<file path="config.mk">
export PLATFORM = sky130hd
export DESIGN_NAME = lcsd_driver
export DESIGN_NICKNAME = d
export VERILOG_FILES = /design/src/lcsd_pkg.sv /design/src/lcsd_driver.sv /design/src/lcsd_fifo.sv
export SDC_FILE = /design/constraint.sdc
export NUM_CORES = 1
export LEC_CHECK = 0
export BUFFER_PORTS_ARGS = -buffer_cell sky130_fd_sc_hd__buf_2
export CAP_MARGIN = 5
export CORE_AREA = 3 3 221 223
export CTS_BUF_LIST = sky130_fd_sc_hd__clkbuf_2 sky130_fd_sc_hd__clkbuf_4 sky130_fd_sc_hd__clkbuf_8
export DETAILED_ROUTE_END_ITERATION = 8
export DIE_AREA = 0 0 224 226
export PLACE_DENSITY = 0.84
export SLEW_MARGIN = 40
export SYNTH_ARGS = -nofsm -noshare
export SYNTH_HDL_FRONTEND = slang
export SYNTH_SLANG_ARGS = --single-unit
</file>
<file path="constraint.sdc">
create_clock -name clock -period 12.7 [get_ports clock]
set_input_delay 2.54 -clock clock [delete_from_list [all_inputs] [get_ports clock]]
set_output_delay 2.54 -clock clock [all_outputs]
set_load 0.01 [all_outputs]
</file>
<file path="src/lcsd_pkg.sv">
// Constants and types shared by the common-row scan driver.
// Operation
// The driver holds a 120-stage scan chain that moves one stage per scan shift clock pulse.
// On each falling scan clock edge a new bit enters and the end-stage bit leaves on the out port.
// With direction select high, port a is input, port b output, data moves stage 1 up to 120.
// With direction select low, port b is input, port a output, data moves stage 120 down to 1.
// Stage n steers row output n.
// Split mode high runs two 60-stage halves, low runs one 120-stage chain.
// In split mode the split data input feeds 61..120 when direction is high, 60..1 when low.
// While blank_n is low every output shows the lowest level; outputs run normally only when high.
// Each output picks one of four levels from the AC phase and its stage bit.
// Two levels are selected-row levels and two are non-selected-row levels.
// Toggling the AC phase alternates the polarity of every output's level.
// The direction select sets both shift direction and row scan order.
// The controller holds blank_n low at least one frame after power-up while it initialises.
// In split mode the cascade input feeds the other half and the chain breaks between 60 and 61.
// Each output level is a two-bit code whose mapping from phase and bit is a parameter.
package lcsd_pkg;
   localparam int          STAGES     = 120;
   localparam int          HALF       = 60;
   localparam int          SYNC_DEPTH = 3;
   localparam int          FIFO_DEPTH = 32;
   localparam logic [1:0]  LVL_SEL_HI = 2'h0;
   localparam logic [1:0]  LVL_SEL_LO = 2'h1;
   localparam logic [1:0]  LVL_UNS_LO = 2'h2;
   localparam logic [1:0]  LVL_UNS_HI = 2'h3;
   // Index is {ac_phase, stage_bit}; the lowest level doubles as the blank level.
   localparam logic [7:0]  LEVEL_MAP_DEFAULT = {LVL_SEL_LO, LVL_UNS_LO, LVL_SEL_HI, LVL_UNS_HI};
   localparam logic [1:0]  LVL_BLANK  = LVL_SEL_LO;

   typedef struct packed {
      logic scan_shift_clock;
      logic ac_phase;
      logic split_mode_select;
      logic shift_direction_select;
      logic cascade_port_a;
      logic cascade_port_b;
      logic split_data_in;
      logic blank_n;
   } lcsd_pins_type;
endpackage

</file>
<file path="src/lcsd_driver.sv">
// Common-row scan driver: pin sampling, 120-stage chain and level selection.
`timescale 1ns/10ps
module lcsd_driver #(
   parameter int         STAGES    = lcsd_pkg::STAGES,
   parameter logic [7:0] LEVEL_MAP = lcsd_pkg::LEVEL_MAP_DEFAULT
) (
   // Clock and reset.
   input  wire logic                 clock,
   input  wire logic                 rst_n,
   // Controller pins.
   input  wire logic                 scan_shift_clock,
   input  wire logic                 ac_phase,
   input  wire logic                 split_mode_select,
   input  wire logic                 shift_direction_select,
   input  wire logic                 split_data_in,
   input  wire logic                 blank_n,
   // Cascade ports.
   input  wire logic                 cascade_port_a_in,
   output logic                      cascade_port_a_out,
   output logic                      cascade_port_a_oe,
   input  wire logic                 cascade_port_b_in,
   output logic                      cascade_port_b_out,
   output logic                      cascade_port_b_oe,
   // Row drive select codes, two bits per row.
   output logic [2*STAGES-1:0]       row_drive_out,
   // Falling scan clock edge dropped because the event FIFO was full.
   output logic                      shift_overrun
);
   localparam int HALF = STAGES / 2;
   initial begin
      if (STAGES != lcsd_pkg::STAGES) $error("STAGES must be 120");
   end

   // Level code from phase and stage bit.
   function automatic logic [1:0] pick_level(input logic ph, input logic bit_v);
      logic [2:0] idx;
      idx = {ph, bit_v, 1'b0};
      return LEVEL_MAP[idx +: 2];
   endfunction

   typedef struct packed {
      lcsd_pkg::lcsd_pins_type  s1;
      lcsd_pkg::lcsd_pins_type  s2;
      lcsd_pkg::lcsd_pins_type  s3;
      lcsd_pkg::lcsd_pins_type  pin;
      logic [STAGES-1:0]        chain;
      logic                     a_out;
      logic                     b_out;
      logic                     a_oe;
      logic                     b_oe;
      logic [2*STAGES-1:0]      drive;
      logic                     overrun;
   } lcsd_state_type;

   lcsd_state_type          st;
   lcsd_state_type          next_st;
   lcsd_pkg::lcsd_pins_type raw;
   logic                    fall_ev;
   logic                    ev_ready;
   logic                    ev_valid;
   lcsd_pkg::lcsd_pins_type ev;

   always_comb begin
      raw                        = '0;
      raw.scan_shift_clock       = scan_shift_clock;
      raw.ac_phase               = ac_phase;
      raw.split_mode_select      = split_mode_select;
      raw.shift_direction_select = shift_direction_select;
      raw.cascade_port_a         = cascade_port_a_in;
      raw.cascade_port_b         = cascade_port_b_in;
      raw.split_data_in          = split_data_in;
      raw.blank_n                = blank_n;
   end

   // A falling edge, captured with the data valid at that edge, enters the FIFO.
   assign fall_ev = st.pin.scan_shift_clock && (st.s2.scan_shift_clock == st.s3.scan_shift_clock)
                    && !st.s3.scan_shift_clock;

   lcsd_fifo #(
      .WIDTH ($bits(lcsd_pkg::lcsd_pins_type)),
      .DEPTH (lcsd_pkg::FIFO_DEPTH)
   ) u_events (
      .clock     (clock),
      .rst_n     (rst_n),
      .in_valid  (fall_ev),
      .in_ready  (ev_ready),
      .in_data   (st.s3),
      .out_valid (ev_valid),
      .out_ready (1'b1),
      .out_data  (ev)
   );

   always_comb begin
      logic dir;
      logic split;
      logic in_main;
      dir        = 1'b0;
      split      = 1'b0;
      in_main    = 1'b0;
      next_st    = st;
      next_st.s1 = raw;
      next_st.s2 = st.s1;
      next_st.s3 = st.s2;
      // Each pin updates only once the second and third stages agree.
      for (int i = 0; i < $bits(lcsd_pkg::lcsd_pins_type); i++) begin
         if (st.s2[i] == st.s3[i]) next_st.pin[i] = st.s3[i];
      end
      next_st.overrun = fall_ev && !ev_ready;
      dir   = st.pin.shift_direction_select;
      split = st.pin.split_mode_select;
      next_st.a_oe = !dir;
      next_st.b_oe = dir;
      if (ev_valid) begin
         dir     = ev.shift_direction_select;
         split   = ev.split_mode_select;
         in_main = dir ? ev.cascade_port_a : ev.cascade_port_b;
         if (dir) begin
            // Index 0 is stage 1; data runs upward and leaves from stage 120.
            next_st.b_out = st.chain[STAGES-1];
            next_st.chain = {st.chain[STAGES-2:0], in_main};
            if (split) begin
               next_st.chain[HALF] = ev.split_data_in;
            end
         end else begin
            next_st.a_out = st.chain[0];
            next_st.chain = {in_main, st.chain[STAGES-1:1]};
            if (split) begin
               next_st.chain[HALF-1] = ev.split_data_in;
            end
         end
      end
      for (int n = 0; n < STAGES; n++) begin
         next_st.drive[2*n +: 2] = st.pin.blank_n
            ? pick_level(st.pin.ac_phase, next_st.chain[n])
            : lcsd_pkg::LVL_BLANK;
      end
   end

   always_ff @(posedge clock) begin
      if (!rst_n) begin
         st <= '0;
      end else begin
         st <= next_st;
      end
   end

   assign cascade_port_a_out = st.a_out;
   assign cascade_port_a_oe  = st.a_oe;
   assign cascade_port_b_out = st.b_out;
   assign cascade_port_b_oe  = st.b_oe;
   assign row_drive_out      = st.drive;
   assign shift_overrun      = st.overrun;

   // Blanking overrides every row on the very next edge.
   a_blank_forces_low: assert property (@(posedge clock) disable iff (!rst_n)
      !st.pin.blank_n
      |=> row_drive_out == {STAGES{lcsd_pkg::LVL_BLANK}})
      else $error("blank did not force lowest level");

   // The enables follow the filtered direction one edge late, not during reset.
   a_port_dir_oe: assert property (@(posedge clock) disable iff (!rst_n)
      $past(rst_n) && $past(st.pin.shift_direction_select)
      |-> cascade_port_b_oe && !cascade_port_a_oe)
      else $error("cascade enables wrong for direction");

   // Downward direction drives port a and releases port b.
   a_port_dir_oe_low: assert property (@(posedge clock) disable iff (!rst_n)
      $past(rst_n) && !$past(st.pin.shift_direction_select)
      |-> cascade_port_a_oe && !cascade_port_b_oe)
      else $error("cascade enables wrong for downward direction");

   // A whole chain moves upward by one stage per event.
   a_shift_up: assert property (@(posedge clock) disable iff (!rst_n)
      ev_valid && ev.shift_direction_select && !ev.split_mode_select
      |=> st.chain[STAGES-1:1] == $past(st.chain[STAGES-2:0]))
      else $error("chain did not advance upward");

   // Split upward: each half moves on its own, nothing crosses from 60 to 61.
   a_shift_up_split: assert property (@(posedge clock) disable iff (!rst_n)
      ev_valid && ev.shift_direction_select && ev.split_mode_select
      |=> st.chain[HALF-1:1] == $past(st.chain[HALF-2:0]) && st.chain[STAGES-1:HALF+1] == $past(st.chain[STAGES-2:HALF]))
      else $error("split halves did not advance upward");

   // A whole chain moves downward by one stage per event.
   a_shift_down: assert property (@(posedge clock) disable iff (!rst_n)
      ev_valid && !ev.shift_direction_select && !ev.split_mode_select
      |=> st.chain[STAGES-2:0] == $past(st.chain[STAGES-1:1]))
      else $error("chain did not advance downward");

   // Split downward: each half moves on its own, nothing crosses from 61 to 60.
   a_shift_down_split: assert property (@(posedge clock) disable iff (!rst_n)
      ev_valid && !ev.shift_direction_select && ev.split_mode_select
      |=> st.chain[HALF-2:0] == $past(st.chain[HALF-1:1]) && st.chain[STAGES-2:HALF] == $past(st.chain[STAGES-1:HALF+1]))
      else $error("split halves did not advance downward");

   // Upward shifts take the new bit from port a into stage 1.
   a_in_main_up: assert property (@(posedge clock) disable iff (!rst_n)
      ev_valid && ev.shift_direction_select
      |=> st.chain[0] == $past(ev.cascade_port_a))
      else $error("port a bit not in stage 1");

   // Downward shifts take the new bit from port b into stage 120.
   a_in_main_down: assert property (@(posedge clock) disable iff (!rst_n)
      ev_valid && !ev.shift_direction_select
      |=> st.chain[STAGES-1] == $past(ev.cascade_port_b))
      else $error("port b bit not in stage 120");

   // Split upward: the split input lands in stage 61.
   a_split_feed: assert property (@(posedge clock) disable iff (!rst_n)
      ev_valid && ev.split_mode_select && ev.shift_direction_select
      |=> st.chain[HALF] == $past(ev.split_data_in))
      else $error("split input not at stage 61");

   // Split downward: the split input lands in stage 60.
   a_split_feed_down: assert property (@(posedge clock) disable iff (!rst_n)
      ev_valid && ev.split_mode_select && !ev.shift_direction_select
      |=> st.chain[HALF-1] == $past(ev.split_data_in))
      else $error("split input not at stage 60");

   // The bit leaving stage 120 appears on port b with the same event.
   a_out_bit_up: assert property (@(posedge clock) disable iff (!rst_n)
      ev_valid && ev.shift_direction_select
      |=> cascade_port_b_out == $past(st.chain[STAGES-1]))
      else $error("last stage not presented on port b");

   // The bit leaving stage 1 appears on port a with the same event.
   a_out_bit_down: assert property (@(posedge clock) disable iff (!rst_n)
      ev_valid && !ev.shift_direction_select
      |=> cascade_port_a_out == $past(st.chain[0]))
      else $error("first stage not presented on port a");

   // Port b keeps its bit until the next upward event.
   a_out_hold_b: assert property (@(posedge clock) disable iff (!rst_n)
      !(ev_valid && ev.shift_direction_select)
      |=> $stable(cascade_port_b_out))
      else $error("port b changed without an upward shift");

   // Port a keeps its bit until the next downward event.
   a_out_hold_a: assert property (@(posedge clock) disable iff (!rst_n)
      !(ev_valid && !ev.shift_direction_select)
      |=> $stable(cascade_port_a_out))
      else $error("port a changed without a downward shift");

   // Without an event the chain must not move at all.
   a_hold_idle: assert property (@(posedge clock) disable iff (!rst_n)
      !ev_valid
      |=> $stable(st.chain))
      else $error("chain moved without a clock pulse");

   // Row 1 follows stage 1 and the phase.
   a_level_map: assert property (@(posedge clock) disable iff (!rst_n)
      st.pin.blank_n
      |=> row_drive_out[1:0] == pick_level($past(st.pin.ac_phase), st.chain[0]))
      else $error("row 1 level mismatch");

   // Row 120 follows stage 120 and the phase.
   a_level_map_last: assert property (@(posedge clock) disable iff (!rst_n)
      st.pin.blank_n
      |=> row_drive_out[2*STAGES-1 -: 2] == pick_level($past(st.pin.ac_phase), st.chain[STAGES-1]))
      else $error("row 120 level mismatch");

   // Row 60 follows stage 60, the last stage of the lower half.
   a_level_map_mid: assert property (@(posedge clock) disable iff (!rst_n)
      st.pin.blank_n
      |=> row_drive_out[2*HALF-1 -: 2] == pick_level($past(st.pin.ac_phase), st.chain[HALF-1]))
      else $error("row 60 level mismatch");

   // Row 61 follows stage 61, the first stage of the upper half.
   a_level_map_upper: assert property (@(posedge clock) disable iff (!rst_n)
      st.pin.blank_n
      |=> row_drive_out[2*HALF+1 -: 2] == pick_level($past(st.pin.ac_phase), st.chain[HALF]))
      else $error("row 61 level mismatch");

   // Exactly one cascade port drives once the enables have left reset.
   a_oe_exclusive: assert property (@(posedge clock) disable iff (!rst_n)
      $past(rst_n)
      |-> cascade_port_a_oe != cascade_port_b_oe)
      else $error("cascade enables not exclusive");

   // A fall that finds the event queue full is reported, never silently lost.
   a_overrun_pulse: assert property (@(posedge clock) disable iff (!rst_n)
      fall_ev && !ev_ready
      |=> shift_overrun)
      else $error("lost shift not reported");

   // The overrun flag never rises without a lost fall.
   a_overrun_quiet: assert property (@(posedge clock) disable iff (!rst_n)
      !(fall_ev && !ev_ready)
      |=> !shift_overrun)
      else $error("overrun reported without a lost shift");

   // One falling scan clock edge yields one event only.
   a_fall_once: assert property (@(posedge clock) disable iff (!rst_n)
      fall_ev
      |=> !fall_ev)
      else $error("one fall produced two events");

   // The filtered scan clock takes a level once two sync stages agree.
   a_pin_filter: assert property (@(posedge clock) disable iff (!rst_n)
      st.s2.scan_shift_clock == st.s3.scan_shift_clock
      |=> st.pin.scan_shift_clock == $past(st.s3.scan_shift_clock))
      else $error("filtered scan clock missed a settled level");

   // While the sync stages disagree the filtered scan clock holds.
   a_pin_hold: assert property (@(posedge clock) disable iff (!rst_n)
      st.s2.scan_shift_clock != st.s3.scan_shift_clock
      |=> $stable(st.pin.scan_shift_clock))
      else $error("filtered scan clock moved on a glitch");

   // An accepted fall is offered to the chain on the next edge.
   a_drain_next: assert property (@(posedge clock) disable iff (!rst_n)
      fall_ev && ev_ready
      |=> ev_valid)
      else $error("queued shift not delivered");
endmodule

</file>
<file path="src/lcsd_fifo.sv">
// Parameterised valid/ready FIFO carrying scan words.
`timescale 1ns/10ps
module lcsd_fifo #(
   parameter int WIDTH = 8,
   parameter int DEPTH = 32
) (
   // Clock and reset.
   input  wire logic             clock,
   input  wire logic             rst_n,
   // Fill side.
   input  wire logic             in_valid,
   output logic                  in_ready,
   input  wire logic [WIDTH-1:0] in_data,
   // Drain side.
   output logic                  out_valid,
   input  wire logic             out_ready,
   output logic [WIDTH-1:0]      out_data
);
   localparam int AW = $clog2(DEPTH);
   initial begin
      if (DEPTH < 2 || (1 << AW) != DEPTH) $error("DEPTH must be a power of two");
   end
   typedef struct packed {
      logic [AW:0] wr;
      logic [AW:0] rd;
   } lcsd_fptr_type;
   lcsd_fptr_type           st;
   lcsd_fptr_type           next_st;
   logic [WIDTH-1:0]        mem [DEPTH];
   logic                    do_wr;
   logic                    do_rd;

   assign in_ready  = (st.wr - st.rd) != (AW+1)'(DEPTH);
   assign out_valid = st.wr != st.rd;
   assign out_data  = mem[st.rd[AW-1:0]];
   assign do_wr     = in_valid && in_ready;
   assign do_rd     = out_valid && out_ready;

   always_comb begin
      next_st = st;
      if (do_wr) next_st.wr = st.wr + 1'b1;
      if (do_rd) next_st.rd = st.rd + 1'b1;
   end
   always_ff @(posedge clock) begin
      if (!rst_n) begin
         st <= '0;
      end else begin
         st <= next_st;
      end
      if (do_wr) mem[st.wr[AW-1:0]] <= in_data;
   end
endmodule

</file>
-- Word-level counts from Yosys, hierarchy flattened
Memory sizes are Yosys's and may differ from the RTL's. A register that Yosys moved wholly into a read port is not among the register bits.
Cells that the tools add are included.
- register bits: 405
- bits in latches: 0
- memory bits (writable): 256
- memory bits (read-only): 0
- bits of input ports: 10
- output and inout bits: 245
- word-level logic and storage cells: 310
- memories kept: 1
- add/subtract/negate cells: 3
- multipliers: 0
- divide/modulo/power cells: 0
- magnitude comparators: 0
- equal/unequal tests: 6
- shift-type cells: 120
- mux-type cells: 131
- bitwise logic cells: 1
- reductions and logical operators: 10
- memories (memory ; depth ; width ; read ports ; clocked after Yosys merged registers in ; wr ports ; RTL line ; RTL):
    u_events.mem ; 32 ; 8 ; 1 ; 1 ; 1 ; lcsd_fifo.sv:29 ; logic [WIDTH-1:0] mem [DEPTH];
- operators by type and width (cell ; count):
    indexed part select 8 x 4 -> 2 bit, first input constant ; 120
    two-way mux 1 bit ; 127
    two-way mux 122 bit ; 1
    two-way mux 120 bit ; 1
    adder 6 x 1 -> 6 bit, second input constant ; 2
    two-way mux 5 bit ; 2
    inequality test 6 bit ; 1
    inequality test 6 bit, second input constant ; 1
    AND reduction 2 bit ; 3
    subtractor 6 bit ; 1
    equality test 1 bit ; 4
    logical AND 1 bit ; 4
    zero test 1 bit ; 3
    inverter 1 bit ; 1

-- Longest topological paths before layout
- depth after elaboration: 6
- mapped depth: 16
- mapped depth without buffers: 11

-- Modules after synthesis
From an unflattened synthesis, not the netlist that was laid out.
- cell total of the unflattened synthesis: 2528
- area, all modules: 29732.3 sq um
- modules (own cells, without submodules) (module ; instances ; cells an instance ; area each (sq um) ; seq. area each (sq um)):
    lcsd_driver ; 1 ; 2008 ; 18899.4 ; 7867.5
    lcsd_fifo ; 1 ; 520 ; 10832.9 ; 8027.7

-- Worst setup path before layout
No wires, ideal clock.
- path kind: register to register
- from: register st[371] (netlist name)
- to: register st (netlist bit row_drive_out[0])
- library setup time: 0.133 ns
- arrival time: 6.669 ns
- data required time: 12.567 ns
- slack: 5.898 ns
- cell stages (with the launch flop): 4
- path buffers: 0
- clock period less this slack: 6.802 ns
- cell sequence: dfxtp_1 -> inv_1 -> ha_1 -> a21oi_1
- longest elaborated chain between the ends: 2
- RTL lines (item ; RTL line ; RTL):
    start: declaration ; lcsd_driver.sv:55 ; lcsd_state_type st;
    start signal: assignment ; lcsd_driver.sv:143 ; st <= next_st;
    indexed part select 8 x 4 -> 2 bit ; lcsd_driver.sv:38 ; return LEVEL_MAP[idx +: 2];
    two-way mux 1 bit ; lcsd_driver.sv:134 ; ? pick_level(st.pin.ac_phase, next_st.chain[n])
Every way passes these cells.
A chain may end at the register's enable or synchronous reset.

==> key figures <==
Status
  • Run status: finished, final reports clean

Logic synthesis
  • Seq/Total Area, Yosys: 49.8%
  • Syn nets: 2692
  • EDFF count, synth: 160
  • Cells after Synth: 2432
  • Share of the synthesized area in the top cell type: 31.4%
  • Top cells by area, synth: dfxtp_1 31%, edfxtp_1 18%, ha_1 12%
  • Flops & latches, synth: 570
  • Ys Warns: 0
  • Synth area leader: dfxtp_1
  • Syn Std Cell Area: 0.0261 mm²
  • Main synth FF type: dfxtp_1
  • Post-synth ARST share: 0%
  • Syn Area/Cell: 10.7 µm²
  • Synth cell types: 57
  • Most common cell in the netlist: dfxtp_1
  • Commonest cells post-synth: 410 x dfxtp_1, 258 x nor2_1, 250 x ha_1

Placement
  • Gpl congestion: 0.851
  • HPWL after detailed placement: 34000 µm
  • Port Buf Inserts: 254
  • Number of cells after detailed placement: 2918
  • Pre-CTS setup slack: 7570 ps

Final layout
  • Final net count: 2663
  • Layout cells sized above 1: 18.9%
  • Non-Filler Instances: 3078
  • Layout area overhead: 5.77%
  • Diode count: 0

Power and ir drop
  • Internal: 3.61 mW
  • Pwr per Cell Area: 200 mW/mm²
  • Clk pwr share: 29.2%
  • Pleak: 11.7 nW
  • Total Power: 5.54 mW
  • Switching share of total power: 34.7%
  • Worst vdd ir: 0.0000888 V
  • Combinational power share: 30.6%
  • Psw: 1.92 mW
  • Flop pwr share: 40.1%

Global route
  • Total global-route track usage: 20.3%
  • First-pass GRT wire length: 83400 µm
  • Total gr overflow: 0
  • Vias in the first global route: 16200
  • Initial antenna violation count: 0
  • Largest net degree at the start of global routing: 298

Clocking
  • Clk sinks: 570
  • Setup bufs post-CTS: 0
  • CTS buffer count: 88
  • CTS Buffer Depth: 3
  • CTS tree: built
  • CTS resizes: 0
  • Htree depth: 3
  • CTS Root Cell: clkbuf_8
  • Clock-pin slew on the worst setup and hold paths: 60 ps
  • CTS Hold Bufs: 0
  • Worst-Skew Late Latency: 680 ps

Run
  • Max Cap Viol: 0

Route
  • Routed Antenna Nets: 0
  • Met3 wire length: 3940 µm
  • Avg WL per Cell: 17.2 µm
  • DR vias: 16900
  • DRC Markers: 0
  • Final WL: 53000 µm
  • Max layer used: met4
  • Met1 wire length: 22200 µm
  • Met2 Wirelength: 25300 µm
  • Via-to-Cell Ratio: 5.50
  • Drt first pass iters: 5
  • 1st-iter DRT viols: 1145

Critical path
  • Startpoint type of the worst setup path: register
  • Critical path type: register to register
  • Worst path required time: 13260 ps
  • Crit path capture type: register
  • Max Fanout on Critical Path: 58
  • Worst path arrival time: 5210 ps

Timing
  • F_max: 215 MHz
  • Worst-case hold slack: 432 ps
  • TNS Setup: 0 ps
  • Skew final: 39.6 ps
  • # setup viols final: 0
  • Slew HR: 45.1%
  • Worst-Margin Slew: 823 ps
  • Setup ws final: 8060 ps
  • Fin. Hold Viols: 0
  • Pins Over Slew Limit: 0
  • RSZ-0062 raised after global routing: false
  • Fin crit period: 4640 ps
  • Tcrit/Tclk final: 36.6%

Min path
  • Hold Crit Class: register to register

Floorplan
  • Die W: 224 µm
  • CORE AREA: 0.0468 mm²
  • Vert. Die Dim: 226 µm
  • Starting density of the core: 55.9%
  • Core Rows: 79
  • Die ar.: 0.0506 mm²
  • Ports: 255
==> worst paths after layout <==
kind | startpoint | end | slack [ps] | depth (start not counted)
max | register | row_drive_out[96] | 8060 | 12
min | next_st[384] | next_st[376] | 430 | 1
max reg2reg | register | row_drive_out[96] | 8060 | 12
min reg2reg | next_st[384] | next_st[376] | 430 | 1
==> final cells by class <==
| type | count | area (µm²) |
|---|---|---|
| clock buffer | 126 | 1550 |
| clock inverter | 32 | 327 |
| fill | 3612 | 19100 |
| inverter | 12 | 50.0 |
| multi-input combinational | 1463 | 10500 |
| sequential | 570 | 13000 |
| tap | 607 | 759 |
| timing repair buffer | 268 | 1450 |
==> routing by layer <==
layer	up-vias	track usage, %
li1	8169	-
met1	8051	26.0
met2	574	33.4
met3	121	4.68
met4	0	8.19
met5	-	0
==> kinds of logic after synthesis <==
| family | share of synthesized area (%) |
|---|---|
| xor gates and xnor gates | 0.235 |
| buffers and inverters | 10.2 |
| muxes | 8.98 |
| and+or+nand+nor | 8.62 |
| DFF | 49.8 |
| adders and majority gates | 12.0 |
| AOI/OAI and AO/OA | 10.2 |
==> critical path, cell delays in order, from the launching register on <==
cell and delay, ps:
dfxtp_2 310, buf_4 560, mux4_2 600, a22o_1 220, a31oi_1 150, and4_4 370
buf_6 560, buf_6 630, mux2i_1 320, nand2_1 70, o21ai_0 180, ha_1 310
a21oi_1 170
==> state kept, by name, indices dropped and copies added (netlist names), named ones only <==
name / flops
cascade_port_b_oe: 1
cascade_port_a_out: 1
cascade_port_b_out: 1
row_drive_out: 240
st: 131
u_events.mem: 160
shift_overrun: 1
u_events.st: 12
next_st: 17
cascade_port_a_oe: 1
==> power groups by stage <==
| stage | combinational [mW] | sequential, mW | clock, mW |
|---|---|---|---|
| global route | 1.96 | 2.25 | 1.73 |
| global placement | 1.59 | 2.24 | 0 |
| finish | 1.70 | 2.22 | 1.62 |
| CTS | 1.68 | 2.22 | 1.65 |
| detailed placement | 1.66 | 2.26 | 0 |
| floorplan | 1.40 | 2.20 | 0 |
==> metrics by stage <==
step	instance area [µm²]	util [%]
after detailed placement	25700	55.0
after global routing	27600	59.1
after global placement	25700	54.9
after floorplan	26100	-
after CTS	27600	59.0
final	27600	59.1
==> cells in the final DEF (no fill, tap or decap), types with 7 or more instances in the layout <==
cell type | netlist | layout
nor2b_1 | 11 | 11
clkbuf_4 | 0 | 29
nand3_1 | 18 | 18
mux4_2 | 22 | 22
mux4_1 | 20 | 20
clkinv_2 | 0 | 13
nand2_1 | 133 | 131
nor2_1 | 258 | 257
a21oi_1 | 249 | 249
dfxtp_1 | 410 | 400
nor3_1 | 9 | 9
and2_1 | 28 | 28
dfxtp_2 | 0 | 7
inv_1 | 12 | 10
mux2i_1 | 128 | 128
o21ai_0 | 238 | 238
clkbuf_8 | 7 | 97
ha_1 | 250 | 250
edfxtp_1 | 160 | 160
and3_1 | 26 | 26
buf_2 | 2 | 253
Note: power is estimated with default switching activity, not from simulation.
